File: config.mk
export PLATFORM = sky130hd
export DESIGN_NAME = fsksl_top
export DESIGN_NICKNAME = d
export VERILOG_FILES = /design/src/design/fsksl_pkg.sv /design/src/design/fsksl_bitsync.sv /design/src/design/fsksl_top.sv
export SDC_FILE = /design/constraint.sdc
export NUM_CORES = 2
export LEC_CHECK = 0
export BUFFER_PORTS_ARGS = -buffer_cell sky130_fd_sc_hd__buf_4
export CORE_MARGIN = 1.5
export CORE_UTILIZATION = 71
export CTS_CLUSTER_SIZE = 8
export DETAILED_ROUTE_END_ITERATION = 16
export PLACE_DENSITY = 0.89
export SYNTH_ARGS = -nofsm -noshare
export SYNTH_HDL_FRONTEND = slang
export SYNTH_SLANG_ARGS = --single-unit
File: constraint.sdc
create_clock -name core_clk_i -period 234.8 [get_ports core_clk_i]
set_input_delay 70.44 -clock core_clk_i [delete_from_list [all_inputs] [get_ports core_clk_i]]
set_output_delay 70.44 -clock core_clk_i [all_outputs]
set_load 0.03 [all_outputs]
File: src/design/fsksl_pkg.sv
// Purpose: constants, types and helpers for the fsk receive slicer
// Assumes: one 100 MHz core clock, registers over Avalon-MM
// Notes: samples are signed offsets from the nominal IF
// Summary of operation
// IF rate is crystal clock over eight times (ADC divider plus one).
// filter skip bit set routes samples around the fixed analog filter.
// IF rate always equals ADC sample rate divided by four.
// channel bandwidth is programmable from 9.6 up to 307.2 kHz.
// bandwidth is 307.2 kHz over (decimation divider plus one).
// software picks divider codes from the bandwidth table, 11000b to 00000b.
// slicing level is the mean of detected minimum and maximum deviation.
// expected deviation comes from two-bit exponent and four-bit mantissa.
// a shift beyond expected deviation records a transition and recomputes level.
// at least three recorded transitions before a computed slicing level.
// averaging length field lengthens averaging of the extremes.
// averaging length 00 disables estimation; slice symmetrically around IF. The code still learns the extremes and reports avg_freq_o.
// with data present the estimate is usable after three transitions.
// computed average frequency is exported as a frequency offset measure.
// transmitter sends alternating 0101 preamble so the bit clock can lock.
// bit synchroniser aligns to data, deciding by oversampling and filtering.
// bit is one when frequency lies above the slicing level.
package fsksl_pkg;
    localparam int FW = 16;
    localparam int AW = 4;
    localparam int DEC_W = 5;
    localparam int SPB_W = 8;
    localparam int ACC_W = FW + DEC_W;
    localparam int RECIP_SHIFT = 16;
    localparam int DEV_BASE_SHIFT = 4;

    localparam logic [AW-1:0] ADDR_CONFIG_A = 4'h0;
    localparam logic [AW-1:0] ADDR_FREQ_CORR = 4'h4;
    localparam logic [AW-1:0] ADDR_STATUS = 4'h8;
    localparam logic [AW-1:0] ADDR_AVG_FREQ = 4'hC;

    localparam logic [31:0] CFG_MASK = 32'h00FF_01FF;
    localparam logic [31:0] CFG_RESET = 32'h0008_0003;
    localparam logic [31:0] FCC_MASK = 32'h0000_00FF;
    localparam logic [31:0] FCC_RESET = 32'h0000_0050;

    localparam logic [1:0] IF_LAST = 2'h3;
    localparam logic [1:0] MIN_TRANSITIONS = 2'h3;
    localparam logic [1:0] AVG_OFF = 2'h0;
    localparam logic signed [FW-1:0] EXT_INIT = 16'h7FFF;

    typedef struct packed {
        logic [SPB_W-1:0] samples_per_bit;
        logic [6:0] unused_hi;
        logic [DEC_W-1:0] decimation_divider;
        logic filter_skip;
        logic [2:0] adc_div;
    } fsksl_cfg_t;

    typedef struct packed {
        logic [1:0] slicer_average_length;
        logic [3:0] expected_dev_mantissa;
        logic [1:0] expected_dev_exponent;
    } fsksl_fcc_t;

    typedef struct packed {
        logic signed [FW-1:0] level;
        logic last_bit;
        logic slice_valid;
        logic [1:0] transitions;
    } fsksl_status_t;

    function automatic logic [31:0] fsksl_be_merge(input logic [31:0] old_w,
            input logic [31:0] new_w, input logic [3:0] be);
        logic [31:0] r;
        r = old_w;
        for (int i = 0; i < 4; i++) begin
            if (be[i]) begin
                r[8*i +: 8] = new_w[8*i +: 8];
            end
        end
        return r;
    endfunction

    // rounded 2^16 / (div + 1), so the boxcar sum becomes a mean
    function automatic logic [RECIP_SHIFT:0] fsksl_recip(input logic [DEC_W-1:0] div);
        int n;
        n = int'(div) + 1;
        return (RECIP_SHIFT+1)'(((1 << RECIP_SHIFT) + n / 2) / n);
    endfunction

    function automatic logic signed [FW-1:0] fsksl_avg_step(input logic signed [FW-1:0] a,
            input logic signed [FW-1:0] b, input logic [1:0] k);
        logic signed [FW:0] d;
        d = {b[FW-1], b} - {a[FW-1], a};
        d = d >>> k;
        return a + d[FW-1:0];
    endfunction
endpackage

File: src/design/fsksl_bitsync.sv
// Purpose: bit clock recovery and majority decision per bit
// Assumes: sample_en_i at the decimated rate, period of at least two
// Notes: an input edge restarts the bit window
`timescale 1ns/100ps
module fsksl_bitsync #(
    parameter int PW = 8
) (
    // clock and reset
    input wire logic core_clk_i,
    input wire logic reset_n_i,
    // oversampled comparator
    input wire logic sample_en_i,
    input wire logic above_i,
    input wire logic [PW-1:0] period_i,
    // decided bit
    output logic bit_o,
    output logic bit_valid_o
);
    if (PW < 2) begin : g_bad_pw
        $error("fsksl_bitsync: PW below 2");
    end

    logic [PW-1:0] phase;
    logic [PW-1:0] ones;
    logic prev_above;

    wire [PW-1:0] half = period_i >> 1;
    wire [PW-1:0] ones_next = ones + {{(PW-1){1'b0}}, above_i};
    wire edge_seen = sample_en_i && (above_i != prev_above);
    wire at_last = (phase >= period_i - {{(PW-1){1'b0}}, 1'b1});
    // late edge closes the current bit early instead of dropping it
    wire late_edge = edge_seen && (phase >= half);
    wire decide_full = sample_en_i && at_last && !edge_seen;
    wire decide_late = sample_en_i && late_edge;
    wire [PW:0] ones_x2 = {ones, 1'b0};
    wire [PW:0] full_x2 = {ones_next, 1'b0};
    wire bit_late = ones_x2 > {1'b0, phase};
    wire bit_full = full_x2 > {1'b0, period_i};

    always_ff @(posedge core_clk_i) begin
        if (!reset_n_i) begin
            phase <= '0;
            ones <= '0;
            prev_above <= 1'b0;
            bit_o <= 1'b0;
            bit_valid_o <= 1'b0;
        end else begin
            bit_valid_o <= decide_full | decide_late;
            if (sample_en_i) begin
                prev_above <= above_i;
                if (edge_seen) begin
                    phase <= {{(PW-1){1'b0}}, 1'b1};
                    ones <= {{(PW-1){1'b0}}, above_i};
                    if (late_edge) begin
                        bit_o <= bit_late;
                    end
                end else if (at_last) begin
                    phase <= '0;
                    ones <= '0;
                    bit_o <= bit_full;
                end else begin
                    phase <= phase + {{(PW-1){1'b0}}, 1'b1};
                    ones <= ones_next;
                end
            end
        end
    end
endmodule

File: src/design/fsksl_top.sv
// Purpose: fsk receive IF chain, channel filter, adaptive slicer, bit output
// Assumes: demodulated frequency samples arrive on the core clock
// Notes: one sample is in flight at a time; bus answers after one wait cycle
//
// The implementer's own choices: the register offsets and the Avalon-MM interface to the registers.
`timescale 1ns/100ps
module fsksl_top (
    // clock and reset
    input wire logic core_clk_i,
    input wire logic reset_n_i,
    // register bus
    input wire logic [fsksl_pkg::AW-1:0] avs_address_i,
    input wire logic avs_read_i,
    input wire logic avs_write_i,
    input wire logic [31:0] avs_writedata_i,
    input wire logic [3:0] avs_byteenable_i,
    output logic [31:0] avs_readdata_o,
    output logic avs_waitrequest_o,
    // demodulated frequency stream
    input wire logic signed [fsksl_pkg::FW-1:0] freq_sample_i,
    input wire logic freq_valid_i,
    output logic freq_ready_o,
    // decided bits
    output logic bit_data_o,
    output logic bit_valid_o,
    input wire logic bit_ready_i,
    // status
    output logic filter_skip_o,
    output logic adc_tick_o,
    output logic if_tick_o,
    output logic signed [fsksl_pkg::FW-1:0] avg_freq_o,
    output logic slice_valid_o
);
    import fsksl_pkg::*;

    // register file
    logic [31:0] cfg_word;
    logic [31:0] fcc_word;
    fsksl_cfg_t cfg;
    fsksl_fcc_t fcc;
    fsksl_status_t status;

    // divider and pipeline state
    logic [3:0] adc_cnt;
    logic [1:0] if_cnt;
    logic af_v;
    logic signed [FW-1:0] af_state;
    logic signed [FW-1:0] af_val;
    logic signed [ACC_W-1:0] acc;
    logic [DEC_W-1:0] dcnt;
    logic dec_v;
    logic signed [FW-1:0] dec_val;

    // slicer state
    logic run_hi;
    logic signed [FW-1:0] run_ext;
    logic signed [FW-1:0] min_avg;
    logic signed [FW-1:0] max_avg;
    logic have_min;
    logic have_max;
    logic [1:0] trans;
    logic signed [FW-1:0] level_q;
    logic cmp_v;
    logic cmp_above;

    // bit sync and output buffer
    logic bs_bit;
    logic bs_valid;
    logic spare_d;
    logic spare_v;

    assign cfg = cfg_word[23:0];
    assign fcc = fcc_word[7:0];

    // bus decode
    wire bus_req = avs_read_i | avs_write_i;
    wire bus_acc = bus_req & ~avs_waitrequest_o;
    wire wr_acc = bus_acc & avs_write_i;
    wire wr_cfg = wr_acc && (avs_address_i == ADDR_CONFIG_A);
    wire wr_fcc = wr_acc && (avs_address_i == ADDR_FREQ_CORR);
    // new settings invalidate the learnt extremes and the divider phase
    wire restart = wr_cfg | wr_fcc;
    wire [31:0] avg_word = {16'h0000, avg_freq_o};
    wire [31:0] status_word = {12'h000, status};
    wire [31:0] rd_mux = (avs_address_i == ADDR_CONFIG_A) ? cfg_word :
                         (avs_address_i == ADDR_FREQ_CORR) ? fcc_word :
                         (avs_address_i == ADDR_STATUS) ? status_word :
                         (avs_address_i == ADDR_AVG_FREQ) ? avg_word : 32'h0000_0000;

    always_ff @(posedge core_clk_i) begin
        if (!reset_n_i) begin
            avs_waitrequest_o <= 1'b1;
            avs_readdata_o <= 32'h0000_0000;
            cfg_word <= CFG_RESET;
            fcc_word <= FCC_RESET;
        end else begin
            avs_waitrequest_o <= ~(bus_req & avs_waitrequest_o);
            if (bus_req & avs_waitrequest_o) begin
                avs_readdata_o <= rd_mux;
            end
            if (wr_cfg) begin
                cfg_word <= fsksl_be_merge(cfg_word, avs_writedata_i, avs_byteenable_i) & CFG_MASK;
            end
            if (wr_fcc) begin
                fcc_word <= fsksl_be_merge(fcc_word, avs_writedata_i, avs_byteenable_i) & FCC_MASK;
            end
        end
    end

    // ADC rate is core over 2*(div+1); IF is a quarter of that
    wire [3:0] adc_last = {cfg.adc_div, 1'b1};
    wire adc_wrap = (adc_cnt == adc_last);
    wire if_wrap = adc_wrap && (if_cnt == IF_LAST);

    always_ff @(posedge core_clk_i) begin
        if (!reset_n_i || restart) begin
            adc_cnt <= 4'h0;
            if_cnt <= 2'h0;
            adc_tick_o <= 1'b0;
            if_tick_o <= 1'b0;
        end else begin
            adc_cnt <= adc_wrap ? 4'h0 : adc_cnt + 4'h1;
            if (adc_wrap) begin
                if_cnt <= if_wrap ? 2'h0 : if_cnt + 2'h1;
            end
            adc_tick_o <= adc_wrap;
            if_tick_o <= if_wrap;
        end
    end

    // input pacing: one sample per ADC tick, only when nothing is in flight
    wire buf_full = bit_valid_o & spare_v;
    wire pipe_busy = af_v | dec_v | cmp_v | bs_valid;
    wire take = freq_valid_i & freq_ready_o;

    always_ff @(posedge core_clk_i) begin
        if (!reset_n_i) begin
            freq_ready_o <= 1'b0;
        end else if (take) begin
            freq_ready_o <= 1'b0;
        end else if (adc_wrap && !pipe_busy && !buf_full) begin
            freq_ready_o <= 1'b1;
        end
    end

    // fixed smoothing stage standing in for the analog filter
    wire signed [FW:0] af_diff = {freq_sample_i[FW-1], freq_sample_i} - {af_state[FW-1], af_state};
    wire signed [FW-1:0] af_smooth = af_state + $signed(af_diff[FW:1]);

    always_ff @(posedge core_clk_i) begin
        if (!reset_n_i) begin
            af_v <= 1'b0;
            af_state <= '0;
            af_val <= '0;
            filter_skip_o <= 1'b0;
        end else begin
            af_v <= take;
            filter_skip_o <= cfg.filter_skip;
            if (take) begin
                af_state <= af_smooth;
                af_val <= cfg.filter_skip ? freq_sample_i : af_smooth;
            end
        end
    end

    // boxcar decimator: div+1 samples averaged, bandwidth scales inversely
    wire signed [ACC_W-1:0] acc_next = acc + {{DEC_W{af_val[FW-1]}}, af_val};
    wire dec_wrap = (dcnt == cfg.decimation_divider);
    wire signed [RECIP_SHIFT+1:0] recip = {1'b0, fsksl_recip(cfg.decimation_divider)};
    wire signed [ACC_W+RECIP_SHIFT+1:0] dec_prod = acc_next * recip;

    always_ff @(posedge core_clk_i) begin
        if (!reset_n_i || restart) begin
            acc <= '0;
            dcnt <= '0;
            dec_v <= 1'b0;
            dec_val <= '0;
        end else begin
            dec_v <= af_v & dec_wrap;
            if (af_v) begin
                if (dec_wrap) begin
                    acc <= '0;
                    dcnt <= '0;
                    dec_val <= dec_prod[RECIP_SHIFT +: FW];
                end else begin
                    acc <= acc_next;
                    dcnt <= dcnt + {{(DEC_W-1){1'b0}}, 1'b1};
                end
            end
        end
    end

    // slicer: extremes of each run, averaged, midpoint is the level
    wire [FW-1:0] dev = {{(FW-4){1'b0}}, fcc.expected_dev_mantissa}
        << (fcc.expected_dev_exponent + DEV_BASE_SHIFT);
    wire signed [FW:0] dev_x = {1'b0, dev};
    wire signed [FW:0] x_x = {dec_val[FW-1], dec_val};
    wire signed [FW:0] e_x = {run_ext[FW-1], run_ext};
    wire signed [FW:0] up_gap = x_x - e_x;
    wire signed [FW:0] dn_gap = e_x - x_x;
    wire went_up = dec_v && !run_hi && (up_gap > dev_x);
    wire went_dn = dec_v && run_hi && (dn_gap > dev_x);
    wire [1:0] avg_len = fcc.slicer_average_length;
    wire [1:0] avg_shift = (avg_len == AVG_OFF) ? 2'h0 : avg_len - 2'h1;
    wire signed [FW-1:0] min_next = have_min ? fsksl_avg_step(min_avg, run_ext, avg_shift) : run_ext;
    wire signed [FW-1:0] max_next = have_max ? fsksl_avg_step(max_avg, run_ext, avg_shift) : run_ext;
    wire signed [FW:0] center_sum = {min_avg[FW-1], min_avg} + {max_avg[FW-1], max_avg};
    wire signed [FW-1:0] center = center_sum[FW:1];
    wire slice_ready = (trans == MIN_TRANSITIONS);
    wire signed [FW-1:0] level = ((avg_len == AVG_OFF) || !slice_ready) ? '0 : center;
    wire above = dec_val > level;

    always_ff @(posedge core_clk_i) begin
        if (!reset_n_i || restart) begin
            run_hi <= 1'b0;
            run_ext <= EXT_INIT;
            min_avg <= '0;
            max_avg <= '0;
            have_min <= 1'b0;
            have_max <= 1'b0;
            trans <= 2'h0;
        end else if (went_up) begin
            min_avg <= min_next;
            have_min <= 1'b1;
            run_hi <= 1'b1;
            run_ext <= dec_val;
            trans <= slice_ready ? trans : trans + 2'h1;
        end else if (went_dn) begin
            max_avg <= max_next;
            have_max <= 1'b1;
            run_hi <= 1'b0;
            run_ext <= dec_val;
            trans <= slice_ready ? trans : trans + 2'h1;
        end else if (dec_v && (run_hi ? dec_val > run_ext : dec_val < run_ext)) begin
            run_ext <= dec_val;
        end
    end

    always_ff @(posedge core_clk_i) begin
        if (!reset_n_i) begin
            cmp_v <= 1'b0;
            cmp_above <= 1'b0;
            level_q <= '0;
            avg_freq_o <= '0;
            slice_valid_o <= 1'b0;
        end else begin
            cmp_v <= dec_v;
            if (dec_v) begin
                cmp_above <= above;
            end
            level_q <= level;
            avg_freq_o <= center;
            slice_valid_o <= slice_ready;
        end
    end

    assign status = '{level: level_q, last_bit: bs_bit, slice_valid: slice_valid_o,
                      transitions: trans};

    fsksl_bitsync #(
        .PW(SPB_W)
    ) u_bitsync (
        .core_clk_i(core_clk_i),
        .reset_n_i(reset_n_i),
        .sample_en_i(cmp_v),
        .above_i(cmp_above),
        .period_i(cfg.samples_per_bit),
        .bit_o(bs_bit),
        .bit_valid_o(bs_valid)
    );

    // two-entry buffer: output register plus one spare slot
    wire pop = bit_valid_o & bit_ready_i;

    always_ff @(posedge core_clk_i) begin
        if (!reset_n_i) begin
            bit_data_o <= 1'b0;
            bit_valid_o <= 1'b0;
            spare_d <= 1'b0;
            spare_v <= 1'b0;
        end else if (pop || !bit_valid_o) begin
            bit_valid_o <= spare_v | bs_valid;
            bit_data_o <= spare_v ? spare_d : bs_bit;
            spare_v <= spare_v & bs_valid;
            if (bs_valid) begin
                spare_d <= bs_bit;
            end
        end else if (bs_valid) begin
            spare_v <= 1'b1;
            spare_d <= bs_bit;
        end
    end

    // checking helpers
    logic [6:0] if_gap;
    logic if_armed;

    always_ff @(posedge core_clk_i) begin
        if (!reset_n_i || restart) begin
            if_gap <= 7'h00;
            if_armed <= 1'b0;
        end else if (if_tick_o) begin
            if_gap <= 7'h00;
            if_armed <= 1'b1;
        end else begin
            if_gap <= if_gap + 7'h01;
        end
    end
endmodule

==> results by group <==
Detailed routing
  – Met2 WL: 66.8 mm
  – Metal3 WL: 16.6 mm
  – Iter 0 DRT Violations: 5124
  – Vias per cell: 6.69
  – Routed len/inst: 20.8 um
  – Post-route ant nets: 0
  – WL final: 151 mm
  – First drt pass iteration count: 6
  – # DRC: 0
  – DR vias: 48592
  – Met1 wire length: 60.0 mm
  – Top sig layer: met4

Placement
  – Detailed placement HPWL: 119 mm
  – Gpl congestion: 1.03
  – PortBufs: 93

Logic synthesis
  – Asr flop ratio synth: 0%
  – Syn Std Cell Area: 48500 um2
  – Most used DFF post-synth: dfxtp_1
  – Seq/Total Area, Yosys: 10.2%
  – Synth Instances: 6377
  – Unique masters post-synth: 143
  – Post-synth EDFFs: 0
  – Post-synthesis register bit count: 247
  – Yosys warning count: 0
  – Post-Syn Area per Cell: 7.60 um2

STA
  – Setup violators final: 0
  – Slew Viols, Final: 0
  – Slew margin rel.: 16.6%
  – Fin. Hold Viols: 0
  – Worst-Margin Slew: 1.25 ns
  – Fin Clk Skew: 0.0386 ns
  – RSZ-0062 raised after global routing: false
  – Fin crit period: 89.88 ns
  – TNS Setup: 0 ns
  – Final worst path period share: 38.3%
  – Maximum clock frequency: 0.0111 GHz

Final layout
  – Filler Cell Count: 5043
  – Layout area overhead: 5.52%
  – Largest Register: avs_readdata_o
  – Total Nets Final: 7207
  – Share of cells above drive strength 1: 6.83%
  – Largest regs: avs_readdata_o x24, acc x21, cfg_word x17
  – Max FFs per register: 24

Worst hold path
  – Min-delay worst type: flip-flop to flip-flop
  – Hold Path Depth: 2

Setup path
  – Max incr delay on CP: 0.71 ns
  – Critical path launch point type: flip-flop
  – CP required: 235.27 ns
  – WP data arrival: 90.34 ns
  – Reg2reg path depth: 364
  – Most frequent CP cell: ha_1
  – Crit Path Class: flip-flop to flip-flop
  – Slowest CP cell: nand3_2
  – CP max FO: 37
  – Critical Path End Type: flip-flop

Global route
  – First-pass GRT wire length: 240 mm
  – Grt total ovfl: 0
  – Initial antenna violation count: 5
  – GRT Util Overall: 42.2%
  – Largest net degree at the start of global routing: 78
  – Vias in the first global route: 47027

CTS
  – Clk_lat worst skew: 0.58 ns
  – Total CTS buffers: 38
  – Root Buffer: clkbuf_16
  – CTS clk-pin slew, worst paths: 0.05 ns
  – Post-CTS Hold Fix Bufs: 0
  – Cts repair resizes: 0
  – Htree depth: 2
  – Clock tree buffer depth: 3
  – Setup bufs post-CTS: 0
  – CTS tree: built
  – Sinks on Clock Net: 247

Floorplanning
  – DIE AREA: 69900 um2
  – Die height: 264 um
  – Initial Util: 71.9%
  – Die Wd: 264 um
  – # rows: 95
  – CORE AREA: 67400 um2
  – Io pins: 118

Flow run
  – Max-Cap Viols: 0

Status
  – Outcome: complete, no violations
critical path, delay by kind of cell, from the launching register on:
family	cells	cell delay [ns]
AO/OA/AOI/OAI	135	32.46
buffers and inverters	36	4.73
flip-flops	1	0.59
AND/OR/NAND/NOR	132	30.37
XOR/XNOR	7	1.19
adder cells (fa/ha/maj)	38	13.22
multiplexers	16	7.02
Yosys cell counts (all sizes together), types with 32 or more instances:
cell    count  area share [%]
o21a       79             1.2
and3       75            0.97
dfxtp     247              10
o21bai     99             1.5
ha        460              12
xor2      142             2.6
and2      113             1.5
nand3     201             2.1
a21oi     427             4.4
nand2b     85             1.1
mux2       52             1.2
nand4      75             1.0
or2        32            0.41
a21o       80             1.2
o211ai     71             1.1
o21ai     290             3.0
nand2     604             4.7
inv       576             4.5
nor3      157             1.8
nor2b      94             1.2
nor2      629             4.9
nor4       49            0.85
clkbuf    161             1.2
mux2i     103             2.1
buf        85            0.94
xnor2     300             5.4
or3        56            0.76
a31oi      74             1.0
fa        307              13
o31ai      66             1.2
a211oi     60             1.0
final timing paths:
kind,from,endpoint,slack [ns]
min reg2reg,af_val[12],af_val[12],0.47
min,af_val[12],af_val[12],0.47
max,cfg_word[5],dec_val[15],144.92
max reg2reg,cfg_word[5],dec_val[15],144.92
layer usage:
| layer | vias up | GRT usage, % |
|---|---|---|
| li1 | 22567 | - |
| met1 | 22922 | 53.6 |
| met2 | 2582 | 67.5 |
| met3 | 521 | 9.77 |
| met4 | 0 | 20.3 |
| met5 | - | 0 |
cell usage in the layout (no fill, tap or decap), types with 29 or more instances in the layout:
master and n:
a21o_1 80, or3_1 52, and3_1 75, mux2_2 48, nor2b_1 94, a21oi_1 426
nand2b_1 84, nand3_1 194, nor2_1 624, mux2i_1 101, o31ai_1 53, o211ai_1 67
and2_1 109, a211oi_1 55, ha_1 460, o21bai_1 99, nor4_1 38, buf_4 176
o21a_1 78, clkbuf_16 38, o31a_1 29, o21ai_1 39, nor3_1 147, nand2_1 602
inv_1 573, xor2_1 140, xnor2_1 297, fa_1 307, conb_1 33, dfxtp_1 245
nand4_1 72, o21ai_0 248, a31oi_1 70
kinds of logic after synthesis:
kind of cell / after synthesis / share of synthesized area, %
muxes: 157 / 3.46
xor gates and xnor gates: 442 / 8.02
AOI/OAI and AO/OA: 1615 / 22.9
DFF: 247 / 10.2
buffers and inverters: 822 / 6.65
adders and majority gates: 781 / 24.8
other: 2 / 0.0155
and+or+nand+nor: 2311 / 23.9
metrics by stage:
step | setup WS [ns] | util (%) | hold WS (ns) | area [um2] | instances
global placement | 149.05 | 74.2 | 0.437 | 50000 | 7211
finish | 144.92 | 75.9 | 0.470 | 51200 | 7262
floorplan | 158.02 | - | 0.425 | 48600 | 6408
global route | 138.15 | 75.9 | 0.491 | 51100 | 7260
CTS | 147.05 | 75.9 | 0.465 | 51100 | 7257
detailed placement | 147.42 | 74.2 | 0.452 | 50000 | 7211
final cells by class:
cell class,count,area [um2],area share [%]
well taps,873,1090,2.14
diodes,5,12.5,0.0245
multi-input cells,5339,40500,79.2
clock buffers,40,978,1.91
inverters,576,2160,4.23
flip-flops and latches,247,4950,9.67
repair buffers,176,1320,2.58
clock inverters,6,130,0.254
Power is left out: the tool's default activity adds up to more than one toggle a clock period on the data nets, which glitch-free logic cannot reach.
